File: src/core/cfg_pin_defines.svh
// Constants for the configuration pin control block.
`ifndef CFG_PIN_DEFINES_SVH
`define CFG_PIN_DEFINES_SVH

// ----------------------------------------------------------------
// Timing
// ----------------------------------------------------------------
`define CORE_CLK_NS 10
`define MASTER_WAIT_NS 50000
`define MASTER_WAIT_CYC ((`MASTER_WAIT_NS + `CORE_CLK_NS - 1) / `CORE_CLK_NS)
`define CLEAR_CYC 64
`define CONFIG_CLOCK_HALF_CYC 3'h4
`define BUSY_NS 80
`define BUSY_CYC ((`BUSY_NS + `CORE_CLK_NS - 1) / `CORE_CLK_NS)

// ----------------------------------------------------------------
// Mode-select pin codes
// ----------------------------------------------------------------
`define MSEL_MASTER_SERIAL 3'h0
`define MSEL_MASTER_PAR_UP 3'h4
`define MSEL_MASTER_PAR_DN 3'h6
`define MSEL_SYNC_PERIPH 3'h3
`define MSEL_ASYNC_PERIPH 3'h5
`define MSEL_EXPRESS 3'h2
`define MSEL_SLAVE_SERIAL 3'h7

// ----------------------------------------------------------------
// Widths and reset values
// ----------------------------------------------------------------
`define IO_CELLS 8
`define ADDR_W 18
`define ADDR_UP_START 18'h00000
`define ADDR_DN_START 18'h3ffff
`define STATUS_FILL 7'h7f
`define SYNC_W 19

`endif

File: src/core/cfg_pin_pkg.sv
// Types and mode decoding for the configuration pin control block.
`include "cfg_pin_defines.svh"

package cfg_pin_pkg;

   typedef enum logic [2:0] {
      MODE_MASTER_SERIAL, MODE_SLAVE_SERIAL, MODE_MASTER_PAR_UP,
      MODE_MASTER_PAR_DN, MODE_SYNC_PERIPH, MODE_ASYNC_PERIPH,
      MODE_EXPRESS
   } load_mode_e;

   typedef enum logic [2:0] {
      ST_CLEAR, ST_WAIT, ST_MDELAY, ST_LOAD, ST_DONE_DLY,
      ST_STARTUP, ST_USER, ST_ERROR
   } cfg_state_e;

   // Unlisted pin codes fall back to slave serial, the safe default.
   function automatic load_mode_e mode_decode(input logic [2:0] sel);
      case (sel)
         `MSEL_MASTER_SERIAL: mode_decode = MODE_MASTER_SERIAL;
         `MSEL_MASTER_PAR_UP: mode_decode = MODE_MASTER_PAR_UP;
         `MSEL_MASTER_PAR_DN: mode_decode = MODE_MASTER_PAR_DN;
         `MSEL_SYNC_PERIPH: mode_decode = MODE_SYNC_PERIPH;
         `MSEL_ASYNC_PERIPH: mode_decode = MODE_ASYNC_PERIPH;
         `MSEL_EXPRESS: mode_decode = MODE_EXPRESS;
         default: mode_decode = MODE_SLAVE_SERIAL;
      endcase
   endfunction

   function automatic logic is_master(input load_mode_e m);
      is_master = (m == MODE_MASTER_SERIAL) || (m == MODE_MASTER_PAR_UP) ||
                  (m == MODE_MASTER_PAR_DN);
   endfunction

   function automatic logic drives_config_clock(input load_mode_e m);
      drives_config_clock = is_master(m) || (m == MODE_ASYNC_PERIPH);
   endfunction

endpackage

File: src/core/pin_sync.sv
// Two-stage synchroniser for a group of pin inputs.
`timescale 1ns/1ps

module pin_sync #(
   parameter int W = 1
) (
   input wire logic core_clk, // Core clock.
   input wire logic rst, // Asynchronous reset, active high.
   input wire logic [W-1:0] d, // Asynchronous pin levels.
   output logic [W-1:0] q // Synchronised levels.
);

   logic [W-1:0] meta_q;

   // Idle level is high, which matches the active-low pins it carries.
   always_ff @(posedge core_clk or posedge rst) begin
      if (rst) begin
         meta_q <= '1;
         q <= '1;
      end else begin
         meta_q <= d;
         q <= meta_q;
      end
   end

endmodule

File: src/core/config_pin_control.sv
// Configuration pin control: clear, wait, load, done and startup.
//
// The address-and-strobe port and the placing of the registers were left to the implementer.
`timescale 1ns/1ps
`include "cfg_pin_defines.svh"

module config_pin_control #(
   parameter int MASTER_WAIT_CYC = `MASTER_WAIT_CYC
) (
   input wire logic core_clk, // Core clock, 100 MHz.
   input wire logic rst, // Power-up reset, active high.
   input wire logic clear_req_n, // Clear request pin.
   input wire logic init_n_in, // Init status pin level.
   output logic init_n_out, // Init drive value, always low.
   output logic init_n_oe, // Init pulled low when high.
   input wire logic done_in, // Completion pin level.
   output logic done_out, // Completion drive value.
   output logic done_oe, // Completion pin driven low.
   output logic done_pullup_en, // Completion pin pull-up.
   input wire logic done_pullup_opt, // Option: keep pull-up.
   input wire logic done_wait_en, // Option: hold on low done.
   input wire logic done_clk_sel, // Option: 1 times by clock.
   input wire logic [1:0] done_delay, // Option: done delay ticks.
   input wire logic config_clock_in, // Config clock pin level.
   output logic config_clock_out, // Config clock drive value.
   output logic config_clock_oe, // Config clock driven.
   input wire logic readback_sel, // Readback from config clock.
   output logic readback_clk, // Readback clock level.
   input wire logic [2:0] load_mode_sel, // Mode-select pins.
   input wire logic cs0_n, // Chip select, active low.
   input wire logic cs1, // Chip select, active high.
   input wire logic ws_n, // Write strobe, active low.
   input wire logic rs_n, // Read strobe, active low.
   input wire logic [7:0] data_in, // Data pins, bit 0 serial.
   output logic [7:0] data_out, // Status byte for reads.
   output logic data_oe, // Data pins driven.
   output logic rdy_busy, // High when ready.
   output logic rdy_busy_oe, // Ready/busy driven.
   output logic [`ADDR_W-1:0] prom_address, // PROM address.
   output logic prom_address_oe, // PROM address driven.
   output logic addr_strobe, // Address strobe.
   input wire logic cfg_error, // Data error from checker.
   input wire logic [15:0] cfg_length, // Bytes in bitstream.
   output logic [7:0] cfg_byte, // Assembled byte.
   output logic cfg_byte_valid, // One-cycle byte pulse.
   input wire logic [`IO_CELLS-1:0] io_used, // Cells used.
   output logic [`IO_CELLS-1:0] io_pullup_en, // Cell pull-ups.
   output logic [`IO_CELLS-1:0] io_oe_allow, // Cell drive allowed.
   output logic special_pins_user, // Special pins are user I/O.
   output logic gsr_release, // Global init released.
   input wire logic bscan_keep, // Boundary scan kept.
   output logic tdo_tristate // Test output three-stated.
);
   import cfg_pin_pkg::*;

   // ----------------------------------------------------------------
   // Synchronised pins
   // ----------------------------------------------------------------
   logic [`SYNC_W-1:0] pins_s;
   logic clr_n_s, init_s, done_s, config_clock_s, cs0_n_s, cs1_s, ws_n_s, rs_n_s;
   logic [2:0] msel_s;
   logic [7:0] data_s;

   pin_sync #(.W(`SYNC_W)) u_sync (
      .core_clk(core_clk),
      .rst(rst),
      .d({clear_req_n, init_n_in, done_in, config_clock_in, cs0_n, cs1,
          ws_n, rs_n, load_mode_sel, data_in}),
      .q(pins_s)
   );

   assign {clr_n_s, init_s, done_s, config_clock_s, cs0_n_s, cs1_s, ws_n_s,
           rs_n_s, msel_s, data_s} = pins_s;

   // ----------------------------------------------------------------
   // State and datapath registers
   // ----------------------------------------------------------------
   cfg_state_e state_q;
   load_mode_e mode_q;
   logic [15:0] cnt_q, byte_cnt_q;
   logic [2:0] div_q, bit_q;
   logic [3:0] busy_q;
   logic [7:0] shift_q;
   logic config_clock_q, config_clock_prev_q, ws_prev_q, astep_q;
   logic own_rise, own_fall, ext_rise, clk_edge, sel, wr_fall, take;
   logic [7:0] new_byte;

   // Own clock edges come from the divider; far-side edges are sampled.
   assign own_rise = (div_q == `CONFIG_CLOCK_HALF_CYC - 3'h1) && !config_clock_q;
   assign own_fall = (div_q == `CONFIG_CLOCK_HALF_CYC - 3'h1) && config_clock_q;
   assign ext_rise = config_clock_s && !config_clock_prev_q;
   assign clk_edge = drives_config_clock(mode_q) ? own_rise : ext_rise;
   assign sel = !cs0_n_s && cs1_s;
   assign wr_fall = sel && !ws_n_s && ws_prev_q;

   // Byte assembly per mode; serial modes gather eight bits, msb first.
   always_comb begin
      take = 1'b0;
      new_byte = data_s;
      if (state_q == ST_LOAD) begin
         case (mode_q)
            MODE_MASTER_SERIAL, MODE_SLAVE_SERIAL: begin
               take = clk_edge && (bit_q == 3'h7);
               new_byte = {shift_q[6:0], data_s[0]};
            end
            MODE_ASYNC_PERIPH: take = wr_fall;
            MODE_EXPRESS: take = clk_edge && cs1_s;
            default: take = clk_edge;
         endcase
      end
   end

   // Main sequence; the clear request wins from every state.
   always_ff @(posedge core_clk or posedge rst) begin
      if (rst) begin
         state_q <= ST_CLEAR;
         cnt_q <= 16'h0000;
         mode_q <= MODE_SLAVE_SERIAL;
      end else begin
         if (!clr_n_s) begin
            state_q <= ST_CLEAR;
            cnt_q <= 16'h0000;
         end else begin
            case (state_q)
               ST_CLEAR: begin
                  cnt_q <= cnt_q + 16'h0001;
                  if (cnt_q == 16'(`CLEAR_CYC - 1)) begin
                     state_q <= ST_WAIT;
                  end
               end
               ST_WAIT: begin
                  cnt_q <= 16'h0000;
                  if (init_s) begin
                     mode_q <= mode_decode(msel_s);
                     state_q <= is_master(mode_decode(msel_s)) ?
                                ST_MDELAY : ST_LOAD;
                  end
               end
               ST_MDELAY: begin
                  cnt_q <= cnt_q + 16'h0001;
                  if (cnt_q == 16'(MASTER_WAIT_CYC - 1)) begin
                     state_q <= ST_LOAD;
                  end
               end
               ST_LOAD: begin
                  cnt_q <= 16'h0000;
                  if (cfg_error) begin
                     state_q <= ST_ERROR;
                  end else if (take && byte_cnt_q == cfg_length - 16'h1) begin
                     state_q <= ST_DONE_DLY;
                  end
               end
               ST_DONE_DLY: begin
                  if (cnt_q >= {14'h0000, done_delay}) begin
                     state_q <= ST_STARTUP;
                  end else if (!done_clk_sel || clk_edge) begin
                     cnt_q <= cnt_q + 16'h0001;
                  end
               end
               ST_STARTUP: begin
                  if (!(done_wait_en && !done_s)) begin
                     state_q <= ST_USER;
                  end
               end
               ST_USER: state_q <= ST_USER;
               ST_ERROR: state_q <= ST_ERROR;
               default: state_q <= ST_CLEAR;
            endcase
         end
      end
   end

   // Byte shift, count and output pulse.
   always_ff @(posedge core_clk or posedge rst) begin
      if (rst) begin
         shift_q <= 8'h00;
         bit_q <= 3'h0;
         byte_cnt_q <= 16'h0000;
         cfg_byte <= 8'h00;
         cfg_byte_valid <= 1'b0;
      end else begin
         cfg_byte_valid <= take;
         if (state_q != ST_LOAD) begin
            bit_q <= 3'h0;
            byte_cnt_q <= 16'h0000;
         end else if (clk_edge || take) begin
            shift_q <= {shift_q[6:0], data_s[0]};
            bit_q <= bit_q + 3'h1;
            if (take) begin
               byte_cnt_q <= byte_cnt_q + 16'h0001;
            end
         end
         if (take) begin
            cfg_byte <= new_byte;
         end
      end
   end

   // Clock divider and edge history; the divider runs in every mode and state.
   always_ff @(posedge core_clk or posedge rst) begin
      if (rst) begin
         div_q <= 3'h0;
         config_clock_q <= 1'b0;
         config_clock_prev_q <= 1'b1;
         ws_prev_q <= 1'b1;
      end else begin
         config_clock_prev_q <= config_clock_s;
         ws_prev_q <= ws_n_s;
         if (div_q == `CONFIG_CLOCK_HALF_CYC - 3'h1) begin
            div_q <= 3'h0;
            config_clock_q <= !config_clock_q;
         end else begin
            div_q <= div_q + 3'h1;
         end
      end
   end

   always_ff @(posedge core_clk or posedge rst) begin
      if (rst) begin
         busy_q <= 4'h0;
      end else if (take && (mode_q == MODE_ASYNC_PERIPH ||
                            mode_q == MODE_SYNC_PERIPH)) begin
         busy_q <= 4'(`BUSY_CYC);
      end else if (busy_q != 4'h0) begin
         busy_q <= busy_q - 4'h1;
      end
   end

   always_ff @(posedge core_clk or posedge rst) begin
      if (rst) begin
         prom_address <= `ADDR_UP_START;
         addr_strobe <= 1'b0;
         astep_q <= 1'b0;
      end else begin
         astep_q <= take && (mode_q == MODE_MASTER_PAR_UP ||
                             mode_q == MODE_MASTER_PAR_DN);
         if (state_q == ST_WAIT) begin
            prom_address <= (mode_decode(msel_s) == MODE_MASTER_PAR_DN) ?
                            `ADDR_DN_START : `ADDR_UP_START;
         end else if (astep_q) begin
            prom_address <= (mode_q == MODE_MASTER_PAR_DN) ?
                            prom_address - 18'h1 : prom_address + 18'h1;
         end
         if (take && (mode_q == MODE_MASTER_PAR_UP ||
                      mode_q == MODE_MASTER_PAR_DN)) begin
            addr_strobe <= 1'b1;
         end else if (own_fall) begin
            addr_strobe <= 1'b0;
         end
      end
   end

   always_ff @(posedge core_clk or posedge rst) begin
      if (rst) begin
         data_out <= 8'h00;
         data_oe <= 1'b0;
      end else begin
         data_out <= {busy_q == 4'h0, `STATUS_FILL};
         // The write strobe overrides a read if both are low.
         data_oe <= state_q == ST_LOAD && mode_q == MODE_ASYNC_PERIPH &&
                    sel && !rs_n_s && ws_n_s;
      end
   end

   // Pin ownership after configuration, registered to keep pins clean.
   always_ff @(posedge core_clk or posedge rst) begin
      if (rst) begin
         io_pullup_en <= '1;
         io_oe_allow <= '0;
         tdo_tristate <= 1'b0;
         readback_clk <= 1'b0;
         done_pullup_en <= 1'b1;
      end else begin
         io_pullup_en <= (state_q == ST_USER) ? ~io_used : '1;
         io_oe_allow <= (state_q == ST_USER) ? io_used : '0;
         tdo_tristate <= (state_q == ST_USER) && !bscan_keep;
         readback_clk <= (state_q == ST_USER) && readback_sel && config_clock_s;
         done_pullup_en <= done_pullup_opt;
      end
   end

   // ----------------------------------------------------------------
   // Pin drive
   // ----------------------------------------------------------------
   // Init low in clear
   assign init_n_oe = (state_q == ST_CLEAR) || (state_q == ST_ERROR);
   assign init_n_out = 1'b0;
   assign done_oe = (state_q != ST_STARTUP) && (state_q != ST_USER);
   assign done_out = 1'b0;
   assign config_clock_oe = drives_config_clock(mode_q) && (state_q == ST_MDELAY ||
                            state_q == ST_LOAD || state_q == ST_DONE_DLY);
   assign config_clock_out = config_clock_q;
   assign rdy_busy_oe = state_q == ST_LOAD && (mode_q == MODE_ASYNC_PERIPH ||
                        mode_q == MODE_SYNC_PERIPH);
   assign rdy_busy = busy_q == 4'h0;
   assign prom_address_oe = state_q == ST_LOAD &&
      (mode_q == MODE_MASTER_PAR_UP || mode_q == MODE_MASTER_PAR_DN);
   assign special_pins_user = state_q == ST_USER;
   assign gsr_release = state_q == ST_USER;

   // ----------------------------------------------------------------
   // Checks
   // ----------------------------------------------------------------
   // Cycles since the clear request was last seen low; it saturates so a
   // long stay in user mode never wraps back into the checked window.
   logic [6:0] clr_hi_q;

   always_ff @(posedge core_clk or posedge rst) begin
      if (rst) begin
         clr_hi_q <= 7'h00;
      end else if (!clr_n_s) begin
         clr_hi_q <= 7'h00;
      end else if (clr_hi_q != 7'h7f) begin
         clr_hi_q <= clr_hi_q + 7'h01;
      end
   end
endmodule

File: config.mk
export PLATFORM = sky130hd
export DESIGN_NAME = config_pin_control
export DESIGN_NICKNAME = d
export VERILOG_FILES = /design/src/core/cfg_pin_pkg.sv /design/src/core/pin_sync.sv /design/src/core/config_pin_control.sv
export VERILOG_INCLUDE_DIRS = /design/src /design/src/core
export SDC_FILE = /design/constraint.sdc
export NUM_CORES = 1
export LEC_CHECK = 0
export BUFFER_PORTS_ARGS = -buffer_cell sky130_fd_sc_hd__clkbuf_2
export CORE_ASPECT_RATIO = 1.4
export CORE_UTILIZATION = 61
export CTS_CLUSTER_DIAMETER = 50
export DETAILED_ROUTE_END_ITERATION = 12
export GPL_TIMING_DRIVEN = 0
export PLACE_DENSITY = 0.85
export SETUP_SLACK_MARGIN = 0.05
export SYNTH_ARGS = -nofsm -noshare
export SYNTH_HDL_FRONTEND = slang
export SYNTH_SLANG_ARGS = --single-unit
File: constraint.sdc
create_clock -name core_clk -period 13.08 [get_ports core_clk]
set_input_delay 1.962 -clock core_clk [delete_from_list [all_inputs] [get_ports core_clk]]
set_output_delay 1.962 -clock core_clk [all_outputs]
set_load 0.01 [all_outputs]
==> summary.md <==
| Metric | Value |
|---|---|
| TritonCTS clock tree | done |
| Slowest cell on crit path | sky130_fd_sc_hd__a2111oi_1 |
| Leftover overflow at the end of global routing | 0 |
| Buffers from clock root to sink, at most | 2 |
| Final count of hold timing violations | 0 |
| Clk_lat worst skew | 0.42 ns |
| Number of library cell types mapped by synthesis | 65 |
| Final net count | 921 |
| Startpoint type of the worst setup path | primary input |
| Cell Area, Synth | 7269 um2 |
| Prevailing post-synth register cell | sky130_fd_sc_hd__dfrtp_1 |
| Share of cells above drive strength 1 | 26.90% |
| Number of setup violations in the final report | 0 |
| Remaining antenna violation count after routing | 0 |
| Vias in the first global route | 5,945 |
| Tcrit/Tclk final | 36.58% |
| Routed via count | 5,796 |
| First drt pass iteration count | 5 |
| Hold Worst Slack | 0.3551 ns |
| Antenna violations before repair | 0 |
| Fraction of met3 tracks used by global routing | 5.903% |
| Filler cell count in the final layout | 786 |
| Vias per cell | 5.802 |
| Cell seen most often among critical-path stages | sky130_fd_sc_hd__a2111oi_1 |
| Pwr Density | 113.4 nW/um2 |
| Final Instance Count excl. Fillers | 999 |
| Worst-path cell chain | clkbuf_2, inv_1, ha_1, or4b_1, clkbuf_1, nor3_1, mux2i_1, nor2_1, a2111oi_1, a31oi_1, a2111oi_1 |
| Result of the run | complete, no violations |
| Lkg Pwr | 0.004215 uW |
| Post-CTS Setup Repair Bufs | 0 |
| Synth area leader | sky130_fd_sc_hd__dfrtp_1 |
| Flip-flop and latch count after synthesis | 147 |
| Final TNS setup | 0 ns |
| Max-slew headroom at the worst pin | 6.738% |
| Register area share after synthesis | 51.46% |
| Area enclosed by the die boundary | 12,360 um2 |
| Width of the chip | 94.26 um |
| Type of the tightest min-delay check | reg -> reg |
| Max-slew violation total from the final report | 0 |
| Die boundary height | 131.2 um |
| Setup skew after layout | 0.008169 ns |
| Critical path class | in -> reg |
| Detailed-route wire length per cell | 16.10 um |
| Final total power | 980.7 uW |
| Number of enable flip-flop cells after synthesis | 0 |
| Number of antenna cells inserted | 0 |
| Routing usage on met2 | 49.76% |
| Post-CTS Hold Buffers | 0 |
| Total number of clock tree sinks | 147 |
| Crit-path max FO | 10 |
| Top post-synthesis cells by area | sky130_fd_sc_hd__dfrtp_1, sky130_fd_sc_hd__dfstp_2, sky130_fd_sc_hd__ha_1 |
| Largest net degree at the start of global routing | 77 |
| Clock root buffer | sky130_fd_sc_hd__clkbuf_16 |
| Total wire length after detailed routing | 16,080 um |
| Gates resized, CTS repair | 0 |
| Clock buffer count from CTS | 17 |
| Synth top area share | 33.39% |
| Routability Congestion | 0.8720 |
| Final critical path time including I/O delays and setup | 4.785 ns |
| RSZ-0062 raised after global routing | false |
| Worst VDD drop | 0.1262 mV |
| Site row count | 46 |
| FFs w/ async S/R, synth | 100.0% |
| Per-instance average area after synthesis | 10.31 um2 |
| Wire length of the first global-routing pass | 27,300 um |
| Cell Count Post-Placement | 967 |
| DRC marker count from the first detailed-route iteration | 272 |
| Initial standard-cell utilization of the core | 63.47% |
| Worst-path clk slew | 0.06 ns |
| GR Util met1 | 32.06% |
| Core Area | 11,450 um2 |
| Count of maximum capacitance violations | 0 |
| Port Buffers | 116 |
| Required @ worst endpoint | 13.34 ns |
| Number of top-level design ports | 120 |
| Layer carrying the most global-route usage | met2 |
| Synthesis Warnings | 0 |
| F_max | 0.2090 GHz |
| Post-route cell area | 8647 um2 |
| Cells after synthesis | 705 |
| Instance area at placement | 8066 um2 |
| Worst stage delay on the critical path | 0.60 ns |
| Capturing element type of the critical path | register |
| Total global routing track utilization | 28.15% |
| Arrival time reported for the critical path endpoint | 5.05 ns |
| Count of H-tree levels built during CTS | 4 |
| DP Wirelength | 11,590 um |
| DRC violations left | 0 |
| Worst Max-Slew Pin Slew | 1.388 ns |
| Relative area change from synthesis to final layout | 18.95% |
-- sequential cells by signal, indices dropped and copies added, names as in the netlist, 2 cells and up --
signal	count
bit_q	3
busy_q	4
byte_cnt_q	16
cfg_byte	8
cnt_q	16
data_out	2
div_q	3
io_oe_allow	8
io_pullup_en	8
mode_q	3
prom_address	18
shift_q	7
state_q	3
u_sync.meta_q	19
u_sync.q	19
-- power by group --
group	switching, uW	internal, uW	leakage, uW
clock network	213	255	0.000284
logic	25.0	16.8	0.00206
registers	4.18	467	0.00187
total	242	739	0.00422
-- cells in the final DEF (no fill, tap or decap), types with 22 or more instances in the layout --
master                     synthesis  routed
sky130_fd_sc_hd__inv_1            32      31
sky130_fd_sc_hd__ha_1             25      25
sky130_fd_sc_hd__clkbuf_1         22      22
sky130_fd_sc_hd__dfrtp_1          97      97
sky130_fd_sc_hd__xor2_1           24      24
sky130_fd_sc_hd__nor2_1           82      82
sky130_fd_sc_hd__xnor2_1          24      24
sky130_fd_sc_hd__a21oi_1          37      37
sky130_fd_sc_hd__nand2_1          39      39
sky130_fd_sc_hd__o21ai_0          23      23
sky130_fd_sc_hd__clkbuf_2          0     116
sky130_fd_sc_hd__dfstp_2          50      50
sky130_fd_sc_hd__nor3_1           22      22
-- synth_stat cells, types with 7 or more instances --
master	count
sky130_fd_sc_hd__dfstp_2	50
sky130_fd_sc_hd__nand4_1	8
sky130_fd_sc_hd__nor3_1	22
sky130_fd_sc_hd__xnor2_1	24
sky130_fd_sc_hd__nor2_1	82
sky130_fd_sc_hd__mux2_2	10
sky130_fd_sc_hd__or3_1	12
sky130_fd_sc_hd__o21ai_0	23
sky130_fd_sc_hd__o22a_1	7
sky130_fd_sc_hd__inv_1	32
sky130_fd_sc_hd__nand2_1	39
sky130_fd_sc_hd__a21oi_1	37
sky130_fd_sc_hd__buf_4	9
sky130_fd_sc_hd__xor2_1	24
sky130_fd_sc_hd__nand2b_1	11
sky130_fd_sc_hd__ha_1	25
sky130_fd_sc_hd__nor2b_1	15
sky130_fd_sc_hd__nand3_1	16
sky130_fd_sc_hd__nor3b_1	7
sky130_fd_sc_hd__and2_1	8
sky130_fd_sc_hd__and3_1	13
sky130_fd_sc_hd__mux2i_1	17
sky130_fd_sc_hd__o21a_1	7
sky130_fd_sc_hd__clkbuf_1	22
sky130_fd_sc_hd__dfrtp_1	97
-- area by class of cell --
cell class	count	area (um2)	area share [%]
clock buffer	17	425.4	4.920
multi-input combinational	495	3251	37.59
timing repair buffer	117	608.1	7.032
sequential	147	3741	43.26
clock inverter	15	155.1	1.794
inverter	32	125.1	1.447
buffer	32	161.4	1.867
tap	144	180.2	2.084
-- cells by family after synthesis --
group           Yosys count  share of synthesized area (%)
buf+inv                  64                          3.873
flops                   147                          51.46
mux                      28                          4.045
fa+ha+maj                26                          4.578
simple gates            263                          18.66
compound gates          127                          11.50
xor+xnor                 48                          5.783
other cells               2                         0.1033
-- per-layer routing --
metal	wire length (um)	up-vias
met1	6254	2839
met5	0	-
met2	8677	178
li1	-	2743
met4	422	0
met3	727	36
-- final timing paths --
path / from / to / slack, ns / cells past startpoint
min in group asynchronous: rst / io_oe_allow[4] / 1.65 / 2
min reg2reg: u_sync.meta_q[12] / u_sync.q[12] / 0.36 / 0
max reg2reg: mode_q[1] / prom_address[16] / 9.40 / 12
min: u_sync.meta_q[12] / u_sync.q[12] / 0.36 / 0
max in group asynchronous: rst / u_sync.meta_q[1] / 10.65 / 3
max: cfg_length[0] / state_q[0] / 8.30 / 11
-- metrics by stage --
stage	setup WS (ns)	utilization, %
floorplan	7.249	-
global placement	5.950	70.14
detailed placement	8.180	70.43
CTS	8.350	75.50
global route	8.156	75.50
finish	8.295	75.50
-- critical path: cells and delay by family --
family	cells	cell delay [ns]
AO/OA/AOI/OAI	3	1.36
adder cells (fa/ha/maj)	1	0.20
buffers and inverters	3	0.45
multiplexers	1	0.23
AND/OR/NAND/NOR	3	0.83
(Power assumes the default switching activity.)
